**src/design/hsd_params.svh**
```systemverilog
// Constants for the homing subcommand decoder
`ifndef HSD_PARAMS_SVH
`define HSD_PARAMS_SVH
// Register byte offsets
`define HSD_OFF_CTRL 8'h00
`define HSD_OFF_CMD 8'h04
`define HSD_OFF_RES 8'h08
`define HSD_OFF_STAT 8'h0C
`define HSD_OFF_ACT 8'h10
`define HSD_OFF_CPOS 8'h14
`define HSD_OFF_EXT 8'h18
`define HSD_OFF_ISTAT 8'h1C
`define HSD_OFF_IMASK 8'h20
// Control field positions
`define HSD_B_SERVO 0
`define HSD_B_FB_LO 1
`define HSD_B_FB_HI 3
`define HSD_B_PPM 4
`define HSD_B_STURN 5
`define HSD_B_EXTMON 6
`define HSD_B_L1IDX 7
`define HSD_B_L2IDX 8
`define HSD_CTRL_RST 9'h010
// Feedback configurations
`define HSD_FB_SEMI_INC 3'h0
`define HSD_FB_SEMI_ABS 3'h1
`define HSD_FB_FULL_REL 3'h2
`define HSD_FB_FULL_QUAD 3'h3
`define HSD_FB_FULL_ABS 3'h4
// Subtype codes
`define HSD_C_ZPH 8'h11
`define HSD_C_EDGE_LAST 8'h1D
`define HSD_C_ACT_SET 8'h21
`define HSD_C_CMD_SET 8'h22
`define HSD_C_MT_CLR 8'h31
`define HSD_C_MON 8'h50
`define HSD_C_ARM1 8'h51
`define HSD_C_ARM2 8'h52
`define HSD_C_ARM12 8'h53
`define HSD_C_DIS1 8'h54
`define HSD_C_DIS2 8'h58
`define HSD_C_DIS12 8'h5C
`define HSD_C_STOP1 8'hF1
// Command error codes
`define HSD_ERR_NONE 16'h0000
`define HSD_ERR_CODE 16'h0031
`define HSD_ERR_STURN 16'h0051
`define HSD_ERR_NOIDX 16'h005A
`define HSD_ERR_UNSUP 16'h0101
`define HSD_ERR_STATE 16'h0102
// Interrupt bits
`define HSD_I_ERR 0
`define HSD_I_OK 1
`define HSD_I_INIT 2
`endif

```
**src/design/hsd_pkg.sv**
```systemverilog
// Types shared by the homing subcommand decoder
`default_nettype none
package hsd_pkg;
    typedef enum logic {HSD_IDLE, HSD_WAIT} state_type;
    typedef struct packed {
        logic [15:0] err;
        logic init;
        logic wait_edge;
        logic mt;
        logic [1:0] arm;
        logic [1:0] dis;
    } dec_type;
endpackage : hsd_pkg
`default_nettype wire

```
**src/design/hsd_top.sv**
```systemverilog
// Homing subcommand decoder with APB registers
//
// Chosen here: register access over APB and the placing of the registers.
`default_nettype none
`include "hsd_params.svh"
module hsd_top (
    input wire logic CLK,
    input wire logic RST_N,
    input wire logic PSEL,
    input wire logic PENABLE,
    input wire logic PWRITE,
    input wire logic [7:0] PADDR,
    input wire logic [31:0] PWDATA,
    output logic [31:0] PRDATA,
    output logic PREADY,
    output logic PSLVERR,
    input wire logic [6:0] REF_PIN,
    output logic IRQ,
    output logic LATCH1_ARMED,
    output logic LATCH2_ARMED,
    output logic MT_CLEAR,
    output logic POS_INIT
);
    // Pin 0 index, 1 home, 2 fwd_overtravel_inhibit, 3 rev, 4..6 aux_input_a..c
    logic [6:0] s1_q, s2_q, s3_q, filt_q, filt_d;
    logic [6:0] rise, fall;
    logic [8:0] ctrl_q, ctrl_d;
    logic [31:0] act_q, act_d, cpos_q, cpos_d, ext_q, ext_d;
    logic [2:0] ist_q, ist_d, imask_q, imask_d;
    logic [15:0] err_q, err_d;
    logic [7:0] code_q, code_d;
    logic [1:0] arm_q, arm_d;
    logic [2:0] sel_q, sel_d;
    logic pol_q, pol_d, mt_q, mt_d, init_q, init_d, irq_q, irq_d;
    logic rdy_q, rdy_d, slv_q, slv_d;
    logic [31:0] rd_q, rd_d;
    hsd_pkg::state_type st_q, st_d;
    hsd_pkg::dec_type dec;
    logic commit, cmd_go, mapped, hit, do_init, semi;

    // Offset decode, used only by the error answer; the read mux decodes PADDR itself
    function automatic logic is_mapped(input logic [7:0] a);
        is_mapped = (a == `HSD_OFF_CTRL) || (a == `HSD_OFF_CMD) || (a == `HSD_OFF_RES)
            || (a == `HSD_OFF_STAT) || (a == `HSD_OFF_ACT) || (a == `HSD_OFF_CPOS)
            || (a == `HSD_OFF_EXT) || (a == `HSD_OFF_ISTAT) || (a == `HSD_OFF_IMASK);
    endfunction : is_mapped

    // Decide one subtype code against the present configuration
    function automatic hsd_pkg::dec_type decide(input logic [7:0] c, input logic [8:0] k);
        hsd_pkg::dec_type r;
        logic son, ppm, abs_fb;
        son = k[`HSD_B_SERVO];
        ppm = k[`HSD_B_PPM];
        abs_fb = (k[`HSD_B_FB_HI:`HSD_B_FB_LO] == `HSD_FB_FULL_ABS);
        r = '0;
        r.err = `HSD_ERR_NONE;
        if (c >= `HSD_C_ZPH && c <= `HSD_C_EDGE_LAST) begin
            if (ppm) begin
                r.err = `HSD_ERR_UNSUP;
            end else if (!son) begin
                r.err = `HSD_ERR_STATE;
            end else begin
                r.wait_edge = 1'b1;
            end
        end else begin
            case (c)
                `HSD_C_ACT_SET, `HSD_C_CMD_SET: r.init = 1'b1;
                `HSD_C_MT_CLR: begin
                    if (k[`HSD_B_STURN]) begin
                        r.err = `HSD_ERR_STURN;
                    end else if (k[`HSD_B_FB_HI:`HSD_B_FB_LO] != `HSD_FB_SEMI_ABS || son) begin
                        r.err = `HSD_ERR_STATE;
                    end else begin
                        r.init = 1'b1;
                        r.mt = 1'b1;
                    end
                end
                `HSD_C_MON: r.init = 1'b0;
                `HSD_C_ARM1: r.arm = 2'h1;
                `HSD_C_ARM2: r.arm = 2'h2;
                `HSD_C_ARM12: r.arm = 2'h3;
                `HSD_C_DIS1: r.dis = 2'h1;
                `HSD_C_DIS2: r.dis = 2'h2;
                `HSD_C_DIS12: r.dis = 2'h3;
                `HSD_C_STOP1: begin
                    if (ppm) begin
                        r.err = `HSD_ERR_UNSUP;
                    end else if (!son) begin
                        r.err = `HSD_ERR_STATE;
                    end else begin
                        r.arm = 2'h1;
                    end
                end
                default: r.err = `HSD_ERR_CODE;
            endcase
        end
        // No index pulse on this scale, so an index trigger cannot be honoured
        if (abs_fb && ((r.arm[0] && k[`HSD_B_L1IDX]) || (r.arm[1] && k[`HSD_B_L2IDX])
                || (c == `HSD_C_MON && (k[`HSD_B_L1IDX] || k[`HSD_B_L2IDX])))) begin
            r.err = `HSD_ERR_NOIDX;
            r.arm = 2'h0;
        end
        decide = r;
    endfunction : decide

    // Pin synchroniser: a change counts once stages two and three agree
    always_ff @(posedge CLK or negedge RST_N) begin
        if (!RST_N) begin
            s1_q <= 7'h00;
            s2_q <= 7'h00;
            s3_q <= 7'h00;
            filt_q <= 7'h00;
        end else begin
            s1_q <= REF_PIN;
            s2_q <= s1_q;
            s3_q <= s2_q;
            filt_q <= filt_d;
        end
    end

    // Agreed level and its logical edges
    always_comb begin
        filt_d = filt_q;
        rise = 7'h00;
        fall = 7'h00;
        for (int i = 0; i < 7; i++) begin
            if (s2_q[i] == s3_q[i]) begin
                filt_d[i] = s3_q[i];
                rise[i] = s3_q[i] & ~filt_q[i];
                fall[i] = ~s3_q[i] & filt_q[i];
            end
        end
    end

    // Bus phases; the one wait state gives time to register read data
    assign commit = PSEL && PENABLE && rdy_q;
    assign cmd_go = commit && PWRITE && (PADDR == `HSD_OFF_CMD);
    assign mapped = is_mapped(PADDR);
    assign dec = decide(PWDATA[7:0], ctrl_q);
    assign semi = (ctrl_q[`HSD_B_FB_HI:`HSD_B_FB_LO] == `HSD_FB_SEMI_INC)
        || (ctrl_q[`HSD_B_FB_HI:`HSD_B_FB_LO] == `HSD_FB_SEMI_ABS);
    assign hit = (st_q == hsd_pkg::HSD_WAIT) && (pol_q ? rise[sel_q] : fall[sel_q]);
    assign do_init = hit || (cmd_go && dec.init && dec.err == `HSD_ERR_NONE);

    // APB answer path
    always_comb begin
        rdy_d = PSEL && PENABLE && !rdy_q;
        slv_d = rdy_d && !mapped;
        rd_d = 32'h00000000;
        if (rdy_d && !PWRITE) begin
            case (PADDR)
                `HSD_OFF_CTRL: rd_d = {23'h000000, ctrl_q};
                `HSD_OFF_RES: rd_d = {8'h00, code_q, err_q};
                `HSD_OFF_STAT: rd_d = {28'h0000000, st_q == hsd_pkg::HSD_WAIT, 1'b0, arm_q};
                `HSD_OFF_ACT: rd_d = act_q;
                `HSD_OFF_CPOS: rd_d = cpos_q;
                `HSD_OFF_EXT: rd_d = ext_q;
                `HSD_OFF_ISTAT: rd_d = {29'h00000000, ist_q};
                `HSD_OFF_IMASK: rd_d = {29'h00000000, imask_q};
                default: rd_d = 32'h00000000;
            endcase
        end
    end

    always_ff @(posedge CLK or negedge RST_N) begin
        if (!RST_N) begin
            rdy_q <= 1'b0;
            slv_q <= 1'b0;
            rd_q <= 32'h00000000;
        end else begin
            rdy_q <= rdy_d;
            slv_q <= slv_d;
            rd_q <= rd_d;
        end
    end

    // Command core, positions and interrupt state
    always_comb begin
        ctrl_d = ctrl_q;
        act_d = act_q;
        cpos_d = cpos_q;
        ext_d = ext_q;
        imask_d = imask_q;
        err_d = err_q;
        code_d = code_q;
        arm_d = arm_q;
        st_d = st_q;
        sel_d = sel_q;
        pol_d = pol_q;
        mt_d = 1'b0;
        init_d = 1'b0;
        ist_d = ist_q;
        if (commit && PWRITE) begin
            case (PADDR)
                `HSD_OFF_CTRL: ctrl_d = PWDATA[8:0];
                `HSD_OFF_ACT: act_d = PWDATA;
                `HSD_OFF_CPOS: cpos_d = PWDATA;
                `HSD_OFF_EXT: ext_d = PWDATA;
                `HSD_OFF_ISTAT: ist_d = ist_q & ~PWDATA[2:0];
                `HSD_OFF_IMASK: imask_d = PWDATA[2:0];
                default: ist_d = ist_q;
            endcase
        end
        if (cmd_go) begin
            code_d = PWDATA[7:0];
            err_d = dec.err;
            // A new command always ends any pending edge wait
            st_d = hsd_pkg::HSD_IDLE;
            if (dec.err == `HSD_ERR_NONE) begin
                arm_d = (arm_q & ~dec.dis) | dec.arm;
                mt_d = dec.mt;
                ist_d[`HSD_I_OK] = 1'b1;
                if (dec.wait_edge) begin
                    st_d = hsd_pkg::HSD_WAIT;
                    // 11h watches the index; later pairs map onto pins 1..6
                    sel_d = (PWDATA[7:0] == `HSD_C_ZPH) ? 3'h0
                        : 3'((PWDATA[7:0] - `HSD_C_ZPH - 8'h01) >> 1) + 3'h1;
                    pol_d = (PWDATA[7:0] == `HSD_C_ZPH) || !PWDATA[0];
                end
            end else begin
                ist_d[`HSD_I_ERR] = 1'b1;
            end
        end
        if (hit) begin
            st_d = hsd_pkg::HSD_IDLE;
        end
        if (do_init) begin
            act_d = 32'h00000000;
            cpos_d = 32'h00000000;
            if (!(semi && ctrl_q[`HSD_B_EXTMON])) begin
                ext_d = 32'h00000000;
            end
            init_d = 1'b1;
            ist_d[`HSD_I_INIT] = 1'b1; // Set wins over a clear in the same cycle
        end
        irq_d = |(ist_d & imask_d);
    end

    always_ff @(posedge CLK or negedge RST_N) begin
        if (!RST_N) begin
            ctrl_q <= `HSD_CTRL_RST;
            act_q <= 32'h00000000;
            cpos_q <= 32'h00000000;
            ext_q <= 32'h00000000;
            imask_q <= 3'h0;
            ist_q <= 3'h0;
            err_q <= `HSD_ERR_NONE;
            code_q <= 8'h00;
            arm_q <= 2'h0;
            st_q <= hsd_pkg::HSD_IDLE;
            sel_q <= 3'h0;
            pol_q <= 1'b0;
            mt_q <= 1'b0;
            init_q <= 1'b0;
            irq_q <= 1'b0;
        end else begin
            ctrl_q <= ctrl_d;
            act_q <= act_d;
            cpos_q <= cpos_d;
            ext_q <= ext_d;
            imask_q <= imask_d;
            ist_q <= ist_d;
            err_q <= err_d;
            code_q <= code_d;
            arm_q <= arm_d;
            st_q <= st_d;
            sel_q <= sel_d;
            pol_q <= pol_d;
            mt_q <= mt_d;
            init_q <= init_d;
            irq_q <= irq_d;
        end
    end

    // Outputs straight from flip-flops
    assign PRDATA = rd_q;
    assign PREADY = rdy_q;
    assign PSLVERR = slv_q;
    assign IRQ = irq_q;
    assign LATCH1_ARMED = arm_q[0];
    assign LATCH2_ARMED = arm_q[1];
    assign MT_CLEAR = mt_q;
    assign POS_INIT = init_q;
endmodule : hsd_top
`default_nettype wire

```
**config.mk**
```make
export PLATFORM = sky130hd
export DESIGN_NAME = hsd_top
export DESIGN_NICKNAME = d
export VERILOG_FILES = /design/src/design/hsd_pkg.sv /design/src/design/hsd_top.sv
export VERILOG_INCLUDE_DIRS = /design/src /design/src/design
export SDC_FILE = /design/constraint.sdc
export NUM_CORES = 1
export LEC_CHECK = 0
export BUFFER_PORTS_ARGS = -buffer_cell sky130_fd_sc_hd__buf_2
export CORE_MARGIN = 2
export CORE_UTILIZATION = 63
export DETAILED_ROUTE_END_ITERATION = 7
export PLACE_DENSITY_LB_ADDON = 0.25
export SETUP_SLACK_MARGIN = 0.5
export SYNTH_ARGS = -nofsm -noshare
export SYNTH_HDL_FRONTEND = slang
export SYNTH_SLANG_ARGS = --single-unit
export TNS_END_PERCENT = 100
```
**constraint.sdc**
```tcl
create_clock -name CLK -period 4.48 [get_ports CLK]
set_input_delay 0 -clock CLK [delete_from_list [all_inputs] [get_ports CLK]]
set_output_delay 0 -clock CLK [all_outputs]
set_load 0.02 [all_outputs]
```
-- Word level (Yosys, flattened, before mapping)
Index checks and enable logic that the tools add are counted.
W data, S select, Z words.
- mux-type cells: 68
- $add $sub $neg: 3
- reductions and logical operators: 50
- magnitude comparators: 3
- bitwise logic cells: 34
- equality and inequality tests: 30
- operators by type and width (kind ; count):
    $mux W32 ; 11
    $pmux W32 S8 ; 1
    $eq A8 B7 Y1 const B ; 7
    $mux W16 ; 3
    $pmux W16 S3 ; 1
    $eq A8 B5 Y1 const B ; 5
    $mux W1 ; 36
    $eq A8 B6 Y1 const B ; 4
    $mux W9 ; 3
    $eq A8 B4 Y1 const B ; 2
    $logic_and A1 B1 Y1 ; 16
    $logic_not A16 Y1 ; 1
    $logic_or A1 B1 Y1 ; 15
    $mux W3 ; 5
    $and A1 B1 Y1 ; 14
    $not A1 Y1 ; 14
    $reduce_or A9 Y1 ; 1
    $eq A8 B3 Y1 const B ; 1
    $eq A8 B8 Y1 const B ; 1
    $ge A8 B5 Y1 const B ; 1
    $le A8 B5 Y1 const B ; 1
    $logic_not A8 Y1 ; 1
    $pmux W2 S4 ; 1
    $reduce_and A2 Y1 ; 4
    23 further kinds ; 39
- logic and storage cells: 216
- input port bits: 52
- output and inout port bits: 39
- bits in registers: 207

-- Logic depth before layout (Yosys ltp)
Gate-level depths: netlist (run 1).
- depth after elaboration: 17
- depth in mapped cells: 10
- mapped depth without buffers: 6

-- Worst setup path after synthesis (run 1)
Ideal clock, no wire load.
- path type: register to register
- start point: register sel_q[0]
- end point: register act_q[10]
- data arrival time: 2022 ps
- path slack: 2340 ps
- clock period less this slack: 2140 ps
- buffers on the path: 4
- cell stages (with the launch flop): 11
- library setup time: 118 ps
- data required time: 4362 ps
- path through: dfrtp_1 > clkbuf_1 > or4b_1 > nand3_1 > o311ai_1 > a22oi_1 > a21o_1 > buf_6 > buf_6 > buf_8 > a21oi_2
- cells in the longest elaborated chain, start to end: 7
- elaborated cells on any way between the ends: 11
- those cells by class: 6 x mux; 5 x reduce/logical
- RTL lines (what ; line ; RTL):
    from (decl) ; hsd_top.sv:33 ; logic [2:0] sel_q, sel_d;
    from (signal assigned) ; hsd_top.sv:267 ; sel_q <= sel_d;
    $bmux W1 S3 ; hsd_top.sv:142 ; assign hit = (st_q == hsd_pkg::HSD_WAIT) && (pol_q ? rise[sel_q] : fall[sel_q]);
    $mux W1 (not written as such) ; hsd_top.sv:142 ;
    $mux W1 * ; hsd_top.sv:142 ;
    $logic_and A1 B1 Y1 * ; hsd_top.sv:142 ;
    $logic_or A1 B1 Y1 * ; hsd_top.sv:143 ; assign do_init = hit || (cmd_go && dec.init && dec.err == `HSD_ERR_NONE);
    $reduce_bool A2 Y1 (no source line) ; n/a ;
    $reduce_and A2 Y1 (no source line) ; n/a ;
    to (signal assigned) ; hsd_top.sv:258 ; act_q <= act_d;
    to (decl) ; hsd_top.sv:28 ; logic [31:0] act_q, act_d, cpos_q, cpos_d, ext_q, ext_d;
Mark *: on every way between the ends. The rest lies on a longest branch, timed or not. The select of a mux whose other input is x is not followed.
A chain may end at the register's enable or synchronous reset.

-- Worst setup path after layout (run 1)
- start point: register rdy_q (netlist: PREADY)
- end point: register ext_q[14]
- cells in the longest elaborated chain, start to end: 7
- elaborated cells on any way between the ends: 9
- those cells by class: 3 x mux; 6 x reduce/logical
- RTL lines (what ; line ; RTL):
    from (decl) ; hsd_top.sv:35 ; logic rdy_q, rdy_d, slv_q, slv_d;
    from (signal assigned) ; hsd_top.sv:171 ; rdy_q <= rdy_d;
    $logic_and A1 B1 Y1 * ; hsd_top.sv:136 ; assign commit = PSEL && PENABLE && rdy_q;
    $logic_and A1 B1 Y1 * ; hsd_top.sv:137, hsd_top.sv:193 ;
    $logic_and A1 B1 Y1 ; hsd_top.sv:137 ; assign cmd_go = commit && PWRITE && (PADDR == `HSD_OFF_CMD);
    $logic_and A1 B1 Y1 ; hsd_top.sv:143 ;
    $logic_and A1 B1 Y1 (no source line) ; n/a ;
    $logic_or A1 B1 Y1 ; hsd_top.sv:143 ;
    $mux W32 * ; hsd_top.sv:227 ; if (do_init) begin
    net ext_d[14] ; hsd_top.sv:28 ;
    to (signal assigned) ; hsd_top.sv:260 ; ext_q <= ext_d;
    to (decl) ; hsd_top.sv:28 ;
Mark *: on every way through the listed nets, which the timed path passes. The rest lies on a longest branch.

==> metrics.txt, run 1 <==
FMAX=335.6 MHz; placed cell area=0.009069 mm^2; share of post-route cells with drive strength above 1=0.2137; R2R depth=7; LEAKAGE=4.666 nW; Final Slew Violations=0; Final Hold Vio Count=0; combinational share of power=0.045; Tot GR Track Use=0.3157; outcome=finished with violations; fin crit share=0.6651; global placer's final weighted congestion=0.9015; CP Max Fanout=97; DRT Pass-1 Iters=8; Slew @ Worst Pin=1.185 ns; Yosys reg bits=198; Rows=42; Boundary Pins=91; number of fill cells=900; Hold Path Cell Cnt=3; largest net degree at the start of global routing=112; Setup violations, final=0; initial antenna violation count=0; largest cells by area after synthesis=dfrtp_1 (58%), nand2_1 (7.3%), a21oi_1 (5.0%); Syn Inst Count=about 800; PostCTS Resize Cnt=0; clock skew=just under 0.008 ns; Max-slew headroom=0.2072; crit start category=register; max_cap viols=0; worst slack at placement=1.538 ns; Vias=6872; Synth async-reset ratio=1.000; Num Clock Sinks=between 150 and 200; Final #Nets=between 900 and 1000; Via density=approximately 6.3; CTS Buf Count=17; Ys Warns=0; WP data arrival=3.24 ns; later-pin clock latency in the skew report=0.44 ns; Root Driver=clkbuf_16; PnR worst setup slack=around 1.5 ns; Syn Area/Cell=10.71 um^2; WS Path Type=register to register; postcts setup bufs=0; VDD IR max=380.0 uV; antenna-violating nets left=0; Worst Hold Class=input port to register; sequential share of power=0.521; initial core utilization=0.6454; CP Capture Type=register; CTS tree=yes; setup TNS=0 ns; Die W=120.5 um; Syn-to-layout area delta=17.98%; Core Box Area=0.01324 mm^2; Synth Flop Type=dfrtp_1; global-route wire length before repair=35250 um; DRC violations left=13; Max Root-Sink Buffers=2; vias in the first global route=6881; syn_nets=851; GR Overflow Total=0; Die H=120.5 um; hpwl dp=12790 um; Syn Std Cell Area=approximately 0.0085 mm^2; post-synthesis cell type count=62; internal power=0.002708 W; area leader, netlist=dfrtp_1; DR iter-0 viols=791; H-Tree Depth=4; IO buf count=90; total wire length after detailed routing=21790 um; switching part of the total=0.2262; switching power=0.0007917 W; Worst Path Required=4.74 ns; failing checks=design-rule violations; post-route cell area=0.01008 mm^2; ant diodes=0; Clock Power Share=0.435; die area=0.01451 mm^2; RSZ-0062 raised after global routing=false; Tmin final=just under 3 ns; Pwr Density=347.1 mW/mm^2; clock slew at reported path FFs=0.07 ns; EDFF count, synth=0; Synth top area share=0.5768; Wirelength per Cell=19.93 um; register area share after synthesis=0.5799
## kinds of logic (layout without fill, tap and decap cells)
group,after synthesis,count (layout),share of synthesized area
fa+ha+maj,8,8,0.009662
compound gates,224,224,0.1786
flops,198,198,0.5799
buf+inv,64,183,0.03557
mux,48,48,0.05856
simple gates,256,256,0.1378
## critical path: stages, from the launching register on
cell and delay [ns]:
dfrtp_1 0.36, nand2_1 0.11, nor2_1 0.47, nand2_1 0.11
buf_4 0.27, a2111oi_2 0.32, a21o_4 0.86, a21oi_1 0.18
## timing repair
| item | in CTS | in global routing |
|---|---|---|
| hold endpoints to repair | 218 | 0 |
| hold buffers | 42 | 0 |
| endpoints found under the setup margin | 0 | 0 |
## flip-flops by register name (all words and copies together), names as in the netlist, 2 cells and up
signal and count:
filt_q 7, ext_q 32, ctrl_q 9, code_q 8
cpos_q 32, s1_q 7, s3_q 7, err_q 7
sel_q 3, imask_q 3, act_q 32, s2_q 7
PRDATA 32, ist_q 3, arm_q 2
## layout make-up
cell class | count | area (um^2) | area share
flip-flops and latches | 198 | 4956 | 0.4915
multi-input cells | 536 | 3313 | 0.3286
repair buffers | 145 | 977.2 | 0.09691
clock buffers | 18 | 429.2 | 0.04256
well taps | 176 | 220.2 | 0.02184
clock inverters | 14 | 165.2 | 0.01638
inverters | 6 | 22.52 | 0.002234
## stage by stage
| step | utilization | std cells | total power, W | hold slack [ns] |
|---|---|---|---|---|
| final | 0.7614 | 1093 | 0.003500 | 0.1267 |
| after global routing | 0.7614 | 1093 | 0.003606 | 0.1791 |
| after CTS | 0.7614 | 1093 | 0.003520 | 0.1243 |
| after detailed placement | 0.6848 | 1019 | 0.001984 | 0.1093 |
| after global placement | 0.6848 | 1019 | 0.001976 | 0.1085 |
| after floorplan | - | 798 | 0.001896 | -0.2956 |
## Yosys cell counts, drive strengths merged (2+ instances only)
library cell	instances
nand2	168
nor4	3
a21oi	115
nand2b	4
a31oi	7
o311ai	3
nand4	3
nor2b	3
nor3	9
buf	17
nand4b	2
clkbuf	41
nand3	6
or4	3
and3	2
a222oi	21
o31ai	4
nor3b	2
dfrtp	197
nor2	31
o21ai	25
maj3	7
inv	6
mux2i	32
a22oi	32
or4b	3
a21o	3
nor4bb	3
a221o	2
mux2	16
nor4b	5
a21boi	2
o211ai	2
and2	3
## power by group through the flow
stage | combinational (W) | clock (W) | sequential, W
after floorplan | 0.0000422 | 0 | 0.00185
after global placement | 0.000121 | 0 | 0.00185
after detailed placement | 0.000127 | 0 | 0.00186
after CTS | 0.000156 | 0.00154 | 0.00182
after global routing | 0.000172 | 0.00161 | 0.00182
final | 0.000156 | 0.00152 | 0.00182
## final timing paths
path / slack, ns / endpoint / from
worst max register to register: 1.50 / ext_q[14] / PREADY
max in group asynchronous: 3.10 / act_q[28] / RST_N
worst min register to register: 0.35 / s2_q[1] / s1_q[1]
min in group asynchronous: 0.23 / IRQ / RST_N
worst min-delay path: 0.13 / PSLVERR / PADDR[5]
worst max-delay path: 1.50 / ext_q[14] / PREADY
## layout by cell type (no fill, tap or decap), types with 3 or more instances in the layout
| cell | instances |
|---|---|
| and2_1 | 3 |
| buf_4 | 13 |
| dlygate4sd3_1 | 42 |
| clkbuf_16 | 17 |
| buf_2 | 89 |
| nor2_2 | 4 |
| nor3_1 | 8 |
| a31oi_1 | 7 |
| nand2b_1 | 4 |
| o21ai_0 | 23 |
| clkinv_4 | 5 |
| dfrtp_1 | 197 |
| inv_6 | 4 |
| mux2_2 | 16 |
| maj3_1 | 7 |
| nor4b_1 | 5 |
| a21oi_2 | 30 |
| mux2i_1 | 32 |
| o31ai_1 | 3 |
| a21oi_1 | 85 |
| nand4_1 | 3 |
| nand2_1 | 166 |
| inv_1 | 5 |
| nor4bb_1 | 3 |
| nor2b_1 | 3 |
| or4b_1 | 3 |
| a22oi_1 | 32 |
| nand3_1 | 6 |
| nor2_1 | 27 |
| a222oi_1 | 21 |
| or4_1 | 3 |
## per-layer routing
layer  vias up  wire [um]  global-route usage
li1       3073          -                   -
met1      3432       8733              0.4249
met2       329      10960              0.5117
met3        38       1714             0.06415
met4         0        378              0.1199
met5         -          0                   0
Power figures use the tool's default switching activity.
==> run 2: changes to the inputs <==
--- a/config.mk
+++ b/config.mk
@@ -8,7 +8,7 @@
 export LEC_CHECK = 0
 export BUFFER_PORTS_ARGS = -buffer_cell sky130_fd_sc_hd__buf_2
 export CORE_MARGIN = 2
-export CORE_UTILIZATION = 63
+export CORE_UTILIZATION = 59
 export DETAILED_ROUTE_END_ITERATION = 7
 export PLACE_DENSITY_LB_ADDON = 0.25
 export SETUP_SLACK_MARGIN = 0.5
==> constraint.sdc (replaced) <==
create_clock -name CLK -period 2.8 [get_ports CLK]
set_input_delay 0 -clock CLK [delete_from_list [all_inputs] [get_ports CLK]]
set_output_delay 0 -clock CLK [all_outputs]
set_load 0.02 [all_outputs]
==> run 2 against run 1 <==
Against the previous run: the flow now finishes without violations; combinational power grew 66%; sequential cell count did not move; sequential power grew 60%; worst setup slack worse by 0.99 ns; die area up 6.6%; sequential share of layout area fell by 2.2 points; critical path depth increased by 1.
==> metrics.txt, run 2 (synthesized netlist as in run 1, its figures left out) <==
outcome=complete, no violations; DRC violations left=0; Hold Path Cell Cnt=4; total wire length after detailed routing=23870 um; worst slack at placement=between 0.15 and 0.2 ns; Worst Hold Class=input port to register; Hold Startpoint=PWDATA[3]; Die W=124.4 um; CP Max Fanout=7; Hold Path Sink=arm_q[1]; die area=0.01547 mm^2; slowest CP cell=or4b_4; Final Slew Violations=0; reg2reg start=sel_q[0]; RSZ-0062 raised after global routing=true; most frequent cells in the layout=dfrtp_1 (195), nand2_1 (166), buf_2 (89), a21oi_1 (85), dlygate4sd3_1 (43); FF-to-FF End=ext_q[26]; Setup violations, final=0; Max Root-Sink Buffers=2; Tot GR Track Use=0.2987; most common cell after layout, fill and taps aside=dfrtp_1; Max-slew headroom=0.4037; critical path, cell by cell=or4b_4, nand3_2, o311ai_2, a22oi_2, a21o_4, buf_12, clkbuf_16, a21oi_1; initial antenna violation count=0; max_cap viols=0; global-route wire length before repair=36780 um; Final Hold Vio Count=0; global placer's final weighted congestion=0.8942; PnR worst setup slack=0.5107 ns; slowest stage delay, CP=roughly 0.56 ns; DRT Pass-1 Iters=6; initial core utilization=0.6087; antenna-violating nets left=0; VDD IR max=562.3 uV; Wirelength per Cell=~21 um; clock slew at reported path FFs=0.07 ns; WP data arrival=2.59 ns; Slew @ Worst Pin=0.8945 ns; Vias=7132; clock skew=0.01180 ns; Num Clock Sinks=198; R2R depth=8; Via density=6.306; Die H=124.4 um; CTS Buf Count=17; IO buf count=90; H-Tree Depth=4; setup TNS=0 ns; flop2flop setup slack=roughly 0.51 ns; Boundary Pins=91; Pwr Density=slightly above 500 mW/mm^2; Worst Path Required=3.10 ns; hpwl dp=approximately 14000 um; CP Capture Type=register; share of post-route cells with drive strength above 1=0.2450; ant diodes=0; fin crit share=0.8176; vias in the first global route=roughly 7200; later-pin clock latency in the skew report=between 0.4 and 0.5 ns; Core Box Area=0.01404 mm^2; LEAKAGE=slightly below 5 nW; crit start category=register; WS Path Type=register to register; CTS tree=yes; Tmin final=2.289 ns; Rows=43; DR iter-0 viols=1007; Syn-to-layout area delta=23.54%; GR Overflow Total=0; Final #Nets=991; Root Driver=clkbuf_16; FMAX=436.8 MHz; largest net degree at the start of global routing=108
## run 2: metal layers
metal | GRT usage | vias up | part of all wire
met5 | 0 | - | 0
met4 | 0.1143 | 0 | 0.024
met3 | 0.06830 | 52 | 0.086
met2 | 0.4754 | 396 | 0.48
met1 | 0.4036 | 3545 | 0.41
li1 | - | 3139 | -
## run 2: worst max path at each step
stage               depth (start not counted)  slack (ns)          to      from
floorplan                                  10        0.66  cpos_q[25]  sel_q[0]
global placement                            7        0.30   ext_q[18]  sel_q[0]
detailed placement                          7        0.20   ext_q[27]   s3_q[6]
CTS                                         7        0.50   ext_q[27]   s3_q[6]
global route                                8        0.43   ext_q[19]   s3_q[6]
finish                                      8        0.51   ext_q[26]  sel_q[0]
## run 2: report_power, final
| part | switching, W | internal [W] | leakage (nW) |
|---|---|---|---|
| sequential | 0.0000235 | 0.00289 | 2.69 |
| clock | 0.00103 | 0.00128 | 0.259 |
| combinational | 0.000153 | 0.000106 | 1.93 |
## run 2: timing repair
action,4_1_cts,5_1_grt
gates resized for setup,6,9
hold endpoints to repair,208,0
endpoints found under the setup margin,97,109
pin swaps,3,5
cloned,1,7
hold buffers,43,0
buffers inserted,3,9
## run 2: area by class of cell
cell class / instances / area (um^2)
sequential: 198 / 4959
fill: 932 / 3483
multi-input combinational: 537 / 3387
timing repair buffer: 178 / 1419
clock buffer: 26 / 479.2
tap: 180 / 225.2
clock inverter: 6 / 67.56
inverter: 6 / 22.52
## run 2: critical path, delay by kind of cell, from the launching register on
family | cells | cell delay (ns)
AO/OA/AOI/OAI | 4 | 0.73
buffers and inverters | 2 | 0.31
flip-flops | 1 | 0.46
AND/OR/NAND/NOR | 2 | 0.65
## run 2: through the flow
stage	hold WS [ns]	utilization	cells	cell area, um^2	total power [W]
finish	0.03112	0.7519	1131	10560	0.005488
global placement	0.1083	0.6567	1036	9221	0.003168
floorplan	-0.2956	-	798	8547	0.003034
detailed placement	0.1093	0.6567	1036	9221	0.003179
CTS	0.01844	0.7306	1115	10260	0.005492
global route	0.02891	0.7519	1131	10560	0.005651
